File: src/pkg/dbms_pkg.sv
package dbms_pkg;

  // master reset hold time on sync out, in nanoseconds
  localparam int unsigned HOLD_NS     = 10000;
  localparam int unsigned CLK_NS      = 50;
  // least time rounds up to whole cycles
  localparam int unsigned HOLD_CYC    = (HOLD_NS + CLK_NS - 1) / CLK_NS;

  // request code field positions on bus a
  localparam int unsigned REQ_BIT     = 7;
  localparam int unsigned ADDR_LSB    = 4;
  localparam int unsigned KIND_BIT    = 3;
  // master reset parameter data-out positions
  localparam int unsigned MR_D2       = 7;
  localparam int unsigned MR_D1       = 4;
  localparam int unsigned MR_D0       = 1;
  // master reset data-out bits, usable positions only
  localparam logic [7:0]  MR_MASK     = 8'h92;
  // default master reset parameter: data out 2 and 1 set
  localparam logic [7:0]  MR_DEFAULT  = 8'h90;
  // reset value of bus a
  localparam logic [7:0]  BUS_RESET   = 8'h00;

  // sequence kinds a start pulse may ask for
  typedef enum logic [1:0] {
    DBMS_OP_MRST = 2'h0,
    DBMS_OP_XFER = 2'h1,
    DBMS_OP_INTR = 2'h2
  } dbms_op_t;

  // interface lines the sequencer drives
  typedef struct packed {
    logic       select_out;
    logic       master_out;
    logic       sync_out;
    logic [7:0] bus_a;
  } dbms_lines_t;

endpackage

File: src/design/dbms_seq.sv
`timescale 1ns/1ps
`default_nettype none

// Contract
// (RQ1) master reset: selout, masterout low, sync 10us
// (RQ2) then parameter on bus a, sync low
// (RQ3) parameter uses bits 7,4,1, exactly two set
// (RQ4) transfer settings: code to bus a, masterout
// (RQ5) settings code: 1, address 6:4, zeros
// (RQ6) drive returns settings byte, raises slave in
// (RQ7) acknowledged settings: drop master out
// (RQ8) drive drops slave in after master out
// (RQ9) command registers preloaded before interrupt request
// (RQ10) interrupt request: code to bus a, masterout
// (RQ11) interrupt code: 1, address, bit3 set
// (RQ12) drive answers with interrupt status byte
// (RQ13) acknowledged interrupt request: drop master out
// (RQ14) deselect must finish before new sequence
// (RQ15) wait slave in high, capture bus b
module dbms_seq #(
  parameter int unsigned HOLD_CYCLES = dbms_pkg::HOLD_CYC
) (
  // clock, enable, reset
  input  wire logic              i_mclk,
  input  wire logic              i_ce,
  input  wire logic              i_reset,
  // command side
  input  wire logic              i_start,      // one-cycle start pulse
  input  wire dbms_pkg::dbms_op_t i_op,        // sequence kind
  input  wire logic [7:0]        i_cmd_code,   // primary command register
  input  wire logic [7:0]        i_mr_param,   // master reset parameter
  input  wire logic              i_selected,   // drive still selected
  output logic                   o_busy,
  output logic                   o_done,       // one-cycle pulse
  output logic                   o_bad_cmd,    // last start was refused
  output logic [7:0]             o_resp,       // captured bus b byte
  // interface lines
  input  wire logic              i_slave_in,
  input  wire logic [7:0]        i_bus_b,
  output dbms_pkg::dbms_lines_t  o_lines
);

  // states one bit apart on each step away from idle
  typedef enum logic [2:0] {
    DBMS_IDLE  = 3'b000,
    DBMS_MAINT = 3'b001,
    DBMS_PARAM = 3'b011,
    DBMS_REQ   = 3'b010,
    DBMS_DESEL = 3'b110
  } dbms_state_t;

  dbms_state_t           state_q;
  dbms_pkg::dbms_lines_t lines_q;
  logic [13:0]           hold_q;      // maintenance hold counter
  logic                  done_q;
  logic                  bad_q;
  logic [7:0]            resp_q;
  logic                  is_intr_q;   // kind of pending request
  // parameter latched when it is checked, so a late change never
  // reaches bus a unchecked
  logic [7:0]            param_q;

  // true when exactly two data-out bits and no other bits are set in a master reset parameter
  function automatic logic mr_ok(input logic [7:0] p);
    logic [1:0] n;
    n = 2'(p[dbms_pkg::MR_D2]) + 2'(p[dbms_pkg::MR_D1])
      + 2'(p[dbms_pkg::MR_D0]);
    return (n == 2'h2) && ((p & ~dbms_pkg::MR_MASK) == 8'h00);
  endfunction

  // request code shape check, shared by both request kinds
  function automatic logic code_ok(input logic [7:0] c, input logic intr);
    return c[dbms_pkg::REQ_BIT] && (c[dbms_pkg::KIND_BIT] == intr)
      && (c[2:0] == 3'h0);
  endfunction

  logic start_ok;
  // a bad code is refused rather than put on the bus
  always_comb begin
    unique case (i_op)
      dbms_pkg::DBMS_OP_MRST: start_ok = mr_ok(i_mr_param);            // RQ3
      dbms_pkg::DBMS_OP_XFER: start_ok = code_ok(i_cmd_code, 1'b0);    // RQ5
      dbms_pkg::DBMS_OP_INTR: start_ok = code_ok(i_cmd_code, 1'b1);    // RQ11
      default:                start_ok = 1'b0;
    endcase
  end

  // new sequences only from idle with the drive deselected
  logic can_start;
  assign can_start = (state_q == DBMS_IDLE) && !i_selected            // RQ14
    && !i_slave_in;

  // main sequencer
  always_ff @(posedge i_mclk) begin
    if (i_reset) begin
      state_q   <= DBMS_IDLE;
      lines_q   <= '0;
      hold_q    <= '0;
      is_intr_q <= 1'b0;
      param_q   <= 8'h00;
    end else if (i_ce) begin
      unique case (state_q)
        DBMS_IDLE: begin
          if (i_start && can_start && start_ok) begin
            if (i_op == dbms_pkg::DBMS_OP_MRST) begin
              // select and master out low, sync high
              lines_q.select_out <= 1'b0;                             // RQ1
              lines_q.master_out <= 1'b0;                             // RQ1
              lines_q.sync_out   <= 1'b1;                             // RQ1
              hold_q             <= '0;
              param_q            <= i_mr_param;                       // RQ3
              state_q            <= DBMS_MAINT;
            end else begin
              // primary command register straight onto bus a
              lines_q.bus_a      <= i_cmd_code;                       // RQ4
              lines_q.master_out <= 1'b1;                             // RQ10
              is_intr_q          <= (i_op == dbms_pkg::DBMS_OP_INTR);
              state_q            <= DBMS_REQ;
            end
          end
        end
        DBMS_MAINT: begin
          // hold sync for the full maintenance interval
          if (32'(hold_q) >= HOLD_CYCLES - 1) begin                   // RQ1
            lines_q.bus_a <= param_q;                                 // RQ2
            state_q       <= DBMS_PARAM;
          end else begin
            hold_q <= hold_q + 14'h1;
          end
        end
        DBMS_PARAM: begin
          // parameter already stable for a cycle before sync falls
          lines_q.sync_out <= 1'b0;                                   // RQ2
          state_q          <= DBMS_IDLE;
        end
        DBMS_REQ: begin
          // master out stays up until the drive answers
          if (i_slave_in) begin                                       // RQ15
            lines_q.master_out <= 1'b0;                               // RQ7 RQ13
            state_q            <= DBMS_DESEL;
          end
        end
        DBMS_DESEL: begin
          // drive drops slave in to return to idle
          if (!i_slave_in) begin                                      // RQ8
            lines_q.bus_a <= dbms_pkg::BUS_RESET;
            state_q       <= DBMS_IDLE;
          end
        end
        default: state_q <= DBMS_IDLE;
      endcase
    end
  end

  // response capture while slave in is high during the request
  always_ff @(posedge i_mclk) begin
    if (i_reset) begin
      resp_q <= 8'h00;
    end else if (i_ce && state_q == DBMS_REQ && i_slave_in) begin
      resp_q <= i_bus_b;                                              // RQ15
    end
  end

  // completion pulse and refusal flag
  always_ff @(posedge i_mclk) begin
    if (i_reset) begin
      done_q <= 1'b0;
      bad_q  <= 1'b0;
    end else if (i_ce) begin
      done_q <= ((state_q == DBMS_DESEL) && !i_slave_in)
             || (state_q == DBMS_PARAM);
      if (i_start && state_q == DBMS_IDLE) begin
        bad_q <= !(can_start && start_ok);
      end
    end
  end

  assign o_lines   = lines_q;
  assign o_busy    = (state_q != DBMS_IDLE);
  assign o_done    = done_q;
  assign o_bad_cmd = bad_q;
  assign o_resp    = resp_q;

  // ---- assertions ----
  property p_mr_hold;
    @(posedge i_mclk) disable iff (i_reset)
    ($rose(lines_q.sync_out)) |-> lines_q.sync_out[*8];
  endproperty
  a_mr_hold: assert property (p_mr_hold) else $error("sync out short"); // RQ1

  property p_mr_lines;
    @(posedge i_mclk) disable iff (i_reset)
    (state_q == DBMS_MAINT) |-> !lines_q.master_out && !lines_q.select_out;
  endproperty
  a_mr_lines: assert property (p_mr_lines) else $error("mr lines"); // RQ1

  property p_mr_param;
    @(posedge i_mclk) disable iff (i_reset)
    (state_q == DBMS_PARAM) |-> lines_q.sync_out && mr_ok(lines_q.bus_a);
  endproperty
  a_mr_param: assert property (p_mr_param) else $error("bad param"); // RQ3

  property p_req_code;
    @(posedge i_mclk) disable iff (i_reset)
    $rose(lines_q.master_out) |-> lines_q.bus_a[dbms_pkg::REQ_BIT]
      && (lines_q.bus_a[2:0] == 3'h0);
  endproperty
  a_req_code: assert property (p_req_code) else $error("bad code"); // RQ5

  property p_wait_ack;
    @(posedge i_mclk) disable iff (i_reset)
    ($fell(lines_q.master_out) && !$past(i_reset)) |-> $past(i_slave_in);
  endproperty
  a_wait_ack: assert property (p_wait_ack) else $error("early drop"); // RQ15

  property p_drop;
    @(posedge i_mclk) disable iff (i_reset)
    (state_q == DBMS_REQ && i_slave_in && i_ce) |=> !lines_q.master_out;
  endproperty
  a_drop: assert property (p_drop) else $error("no drop"); // RQ7

  property p_resp;
    @(posedge i_mclk) disable iff (i_reset)
    (state_q == DBMS_REQ && i_slave_in && i_ce) |=>
      (o_resp == $past(i_bus_b));
  endproperty
  a_resp: assert property (p_resp) else $error("no capture"); // RQ15

  property p_idle_only;
    @(posedge i_mclk) disable iff (i_reset)
    (state_q == DBMS_IDLE && i_selected) |=> (state_q == DBMS_IDLE);
  endproperty
  a_idle_only: assert property (p_idle_only) else $error("busy start"); // RQ14

  c_mrst: cover property (@(posedge i_mclk) (state_q == DBMS_PARAM));
  c_req:  cover property (@(posedge i_mclk) $fell(lines_q.master_out));
  c_bad:  cover property (@(posedge i_mclk) $rose(bad_q));

endmodule // dbms_seq

`default_nettype wire

File: config.mk
export PLATFORM = sky130hd
export DESIGN_NAME = dbms_seq
export DESIGN_NICKNAME = d
export VERILOG_FILES = /design/src/pkg/dbms_pkg.sv /design/src/design/dbms_seq.sv
export SDC_FILE = /design/constraint.sdc
export NUM_CORES = 1
export LEC_CHECK = 0
export BUFFER_PORTS_ARGS = -buffer_cell sky130_fd_sc_hd__buf_2
export CORE_UTILIZATION = 30
export DETAILED_ROUTE_END_ITERATION = 10
export GPL_ROUTABILITY_DRIVEN = 0
export PLACE_DENSITY_LB_ADDON = 0.2
export SLEW_MARGIN = 20
export SYNTH_ARGS = -nofsm -noshare
export SYNTH_HDL_FRONTEND = slang
export SYNTH_SLANG_ARGS = --single-unit
File: constraint.sdc
create_clock -name i_mclk -period 3.8 [get_ports i_mclk]
set_clock_uncertainty 0.2 [all_clocks]
set_input_delay 0.57 -clock i_mclk [delete_from_list [all_inputs] [get_ports i_mclk]]
set_output_delay 0.57 -clock i_mclk [all_outputs]
set_load 0.02 [all_outputs]
# Yosys cells after proc, flatten, opt, wreduce, memory -nomap -nowiden
# Index checks and enable logic that the tools add are counted.
# totals
wordCells	83
out_inout_bits	22
register_bits	45
inputBits	32
# classes
magnitude_cmp	1
reduce_logical	34
add_sub_neg	3
bitwise_logic	1
mux	21
n_eq_ne	14
# op_table
cell	n
$mux W14	3
$pmux W14 S2	1
$mux W8	3
$pmux W8 S3	1
$add A14 B1 Y14 const B	1
$ge A14 B8 Y1 const B	1
$logic_and A1 B1 Y1	14
$mux W3	4
$pmux W3 S4	1
$reduce_and A4 Y1	3
$mux W10	1
$ne A2 B2 Y1 const B	5
$reduce_and A5 Y1	2
$logic_not A8 Y1	1
$eq A3 B2 Y1 const B	2
$logic_not A3 Y1	2
$reduce_and A6 Y1	1
$reduce_bool A2 Y1	3
$reduce_bool A3 Y1	2
$eq A2 B2 Y1 const B	2
$ne A2 B1 Y1 const B	2
$pmux W1 S2	2
$eq A3 B1 Y1 const B	1
$eq A3 B3 Y1 const B	1
other kinds (11)	15

# Longest topological paths before layout
# logic_depth
depth_word	8
mapped_depth	9
mapped_depth_nobuf	7

# Worst setup path after synthesis
# OpenSTA, ideal clock, no wires.
# synth_path
kind	input -> register
from	input port i_mr_param[1]
to	register lines_q (netlist bit o_lines[0])
t_arrival_ns	2.575
path_buffers	2
setup_time_ns	0.096
cell_stages	9
slack_ns	0.929
required_ns	3.504
cell_sequence	inv_1 fa_1 nor4bb_1 nand2_1 and3_4 buf_6 or3_4 buf_6 o41ai_2
# synth_between
elab_chain_cells	7
# synth_rtl
element	line_no	rtl
start: declaration	dbms_seq.sv:31	input wire logic [7:0] i_mr_param,
$add A2 B1 Y2	dbms_seq.sv:67	+ 2'(p[dbms_pkg::MR_D0]);
$eq A2 B2 Y1	dbms_seq.sv:68	return (n == 2'h2) && ((p & ~dbms_pkg::MR_MASK) == 8'h00);
$logic_and A1 B1 Y1	dbms_seq.sv:68	
$pmux W1 S3	dbms_seq.sv:80	unique case (i_op)
$logic_and A1 B1 Y1	dbms_seq.sv:104	if (i_start && can_start && start_ok) begin
$ne A2 B1 Y1 (no source line)	-	
$reduce_and A6 Y1 (no source line)	-	
end: declaration	dbms_seq.sv:53	dbms_pkg::dbms_lines_t lines_q;
# Every way passes these cells.
# A chain may end at the register's enable or synchronous reset.

# Final worst setup path
# layout_path
from	input port i_mr_param[1]
to	register lines_q (netlist bit o_lines[5])
# Same word-level chain as after synthesis.

==> results.cfg <==
[layout]
final_layout_size_suffix_gt1_frac = 0.2438
regArea_um2 = 900.9
layout.cells.non_filler = 422
antenna_cells = 0
area_growth_pct = 16.00
n_fill_cell = 819
multi_input_area_um2 = 1334
postLayoutCellArea_um2 = 2775
fin_nets = 357

[global_route]
antenna_found_initial = 0
grt_pass1_wl_um = 10070
grt_overflow = 0
grt_max_degree = 24
grt_util_all_layers = 0.1529
grt_pass1_vias = 2065

[clocking]
path_clk_slew_ns = 0.09
postCtsHoldBufs = 0
cts_tree = done
cts_setup_buffers = 0
numCtsBuffers = 5
ctsResizeCount = 0
ctsHtreeMaxLevel = 2
cts_root_buffer = clkbuf_8
clk_path_buf_depth = 2
clkSinkCount = 45
clk_latency_ns = 0.30

[detailed_routing]
drc = 0
drt_pass1_iterations = 4
first_iter_violations = 90
viasPerCell = 5.043
vias = 2128
wl_um = 6152
ant_nets = 0
wl_per_cell_um = 14.58

[synthesis]
ys_seq_area_frac = 0.3766
ys_seq_elements = 45
synth_warnings = 0
synthesis.nets = 316
synth.cell_area_um2 = 2392
synthCells = 279
async_reset_ff_frac = 0
synth_ff_type = dfxtp_1
yosysUniqueCellTypes = 51
synth-edff-count = 0
avgSynthCellArea_um2 = 8.575

[timing]
slew_viol_final = 0
finalWorstSetupSlack_ns = 1.069
finalSetupTns_ns = 0
worst_slew_pin_slew_ns = 0.6253
rsz0062_at_grt = no
max_freq_mhz = 366.1
fin_crit_sh = 0.7188
slew_headroom = 0.5827
min_period_ns = 2.731
timing.final.setup_violations = 0
hold_violations = 0

[floorplan]
io_pins = 54
fp.dieW_um = 91.30
start_util = 0.3096
die_area_um2 = 8336
die_h_um = 91.30
rows = 32
coreArea_um2 = 7727

[place]
dp_hpwl_um = 4436
dp_slack_ns = 0.7447
dp.cells = 415
placed_area_um2 = 2690
numPortBuffers = 52

[hold_path]
hold_path.class = reg -> reg

[pwr]
cellLeakagePower_nw = 1.080
p_total_mw = 0.8431
ir_drop_mv = 0.1370
power_density_nw_per_um2 = 303.8

[run_status]
outcome = complete, no violations

[run]
cap_violations = 0

[setup_path]
critical_path_class = in -> reg
setup.worst_path.end_class = flop
cp.arrival_ns = 2.74
crit_fanout = 9
crit_path_start_kind = input pin
cp.required_ns = 3.81
==> layer usage <==
layer / part of all wire / vias up / track usage / wire [um]
li1: - / 1082 / - / -
met5: 0 / - / 0 / 0
met3: 0.026 / 11 / 0.02596 / 160
met2: 0.47 / 43 / 0.2639 / 2921
met4: 0.019 / 0 / 0.05423 / 116
met1: 0.48 / 992 / 0.1908 / 2953
==> report_power, final <==
part	internal (mW)	switching, mW
clock network	0.127	0.177
registers	0.474	0.00207
logic	0.0233	0.0403
total	0.624	0.219
==> layout by cell type, fill, tap and decap left out, types with 2 or more instances in the layout <==
cell / synthesis / final
mux2i_1: 16 / 16
nor2_1: 36 / 36
nand2_1: 28 / 28
clkbuf_8: 0 / 5
dfxtp_1: 45 / 45
nor3b_1: 8 / 8
or3_1: 2 / 2
and3_1: 2 / 2
a211oi_1: 3 / 2
a31oi_1: 2 / 2
o2111ai_1: 3 / 3
buf_4: 4 / 3
o41ai_2: 8 / 8
nor4_1: 3 / 3
o311ai_0: 8 / 8
buf_2: 1 / 52
o21ai_0: 19 / 19
nand4_1: 2 / 2
a21oi_1: 20 / 20
nand3_1: 7 / 7
inv_1: 12 / 12
ha_1: 4 / 4
nor3_1: 4 / 4
==> path summary, 6_finish.rpt <==
kind | slack (ns) | cells past startpoint | start | end
setup / recovery | 1.07 | 8 | i_mr_param[1] | o_lines[5]
hold / removal | 0.26 | 2 | o_done | o_done
setup reg to reg | 1.09 | 6 | hold_q[0] | o_lines[5]
hold reg to reg | 0.26 | 2 | o_done | o_done
==> layout make-up <==
| type | count | share of cell area |
|---|---|---|
| multi-input combinational | 201 | 0.4806 |
| sequential | 45 | 0.3246 |
| timing repair buffer | 55 | 0.1019 |
| tap | 102 | 0.04599 |
| clock buffer | 5 | 0.02480 |
| inverter | 12 | 0.01623 |
| clock inverter | 2 | 0.005861 |
==> registers in the layout, indices dropped and copies added (netlist names) <==
register	count
hold_q	14
o_bad_cmd	1
o_done	1
o_lines	10
o_resp	8
param_q	8
state_q	3
==> worst max-delay path: stages <==
cell	delay, ns
buf_2	0.09
inv_1	0.05
fa_1	0.52
nor4bb_1	0.26
nand2_1	0.19
and3_4	0.26
or3_4	0.48
o41ai_2	0.33
==> cell usage after synthesis (2+ instances only) <==
master,number,area [um^2]
o41ai_2,8,130.1
ha_1,4,50.05
a211oi_1,3,22.52
nor4_1,3,18.77
buf_6,3,33.78
o21ai_0,19,95.09
or3_1,2,12.51
nor3b_1,8,60.06
a21oi_1,20,100.1
o2111ai_1,3,26.28
nand2_1,28,105.1
nor3_1,4,20.02
mux2i_1,16,160.2
clkbuf_1,12,45.04
inv_1,12,45.04
buf_4,4,30.03
nor2_1,36,135.1
o311ai_0,8,70.07
dfxtp_1,45,900.9
nand3_1,7,35.03
and3_1,2,12.51
nand4_1,2,12.51
a31oi_1,2,12.51
==> per-stage QoR <==
stage	hold slack, ns	utilization
after floorplan	0.2419	-
after global placement	0.2407	0.3481
after detailed placement	0.2513	0.3481
after CTS	0.2637	0.3591
after global routing	0.2891	0.3591
final	0.2552	0.3591
==> kinds of logic after synthesis <==
family                     synth area share
other                              0.001568
adders and majority gates           0.02929
AOI/OAI and AO/OA                    0.2359
and+or+nand+nor                      0.2181
muxes                               0.06694
buffers and inverters               0.06798
xor gates and xnor gates           0.003662
DFF                                  0.3766
No activity file was read; power rests on OpenSTA's default activity.
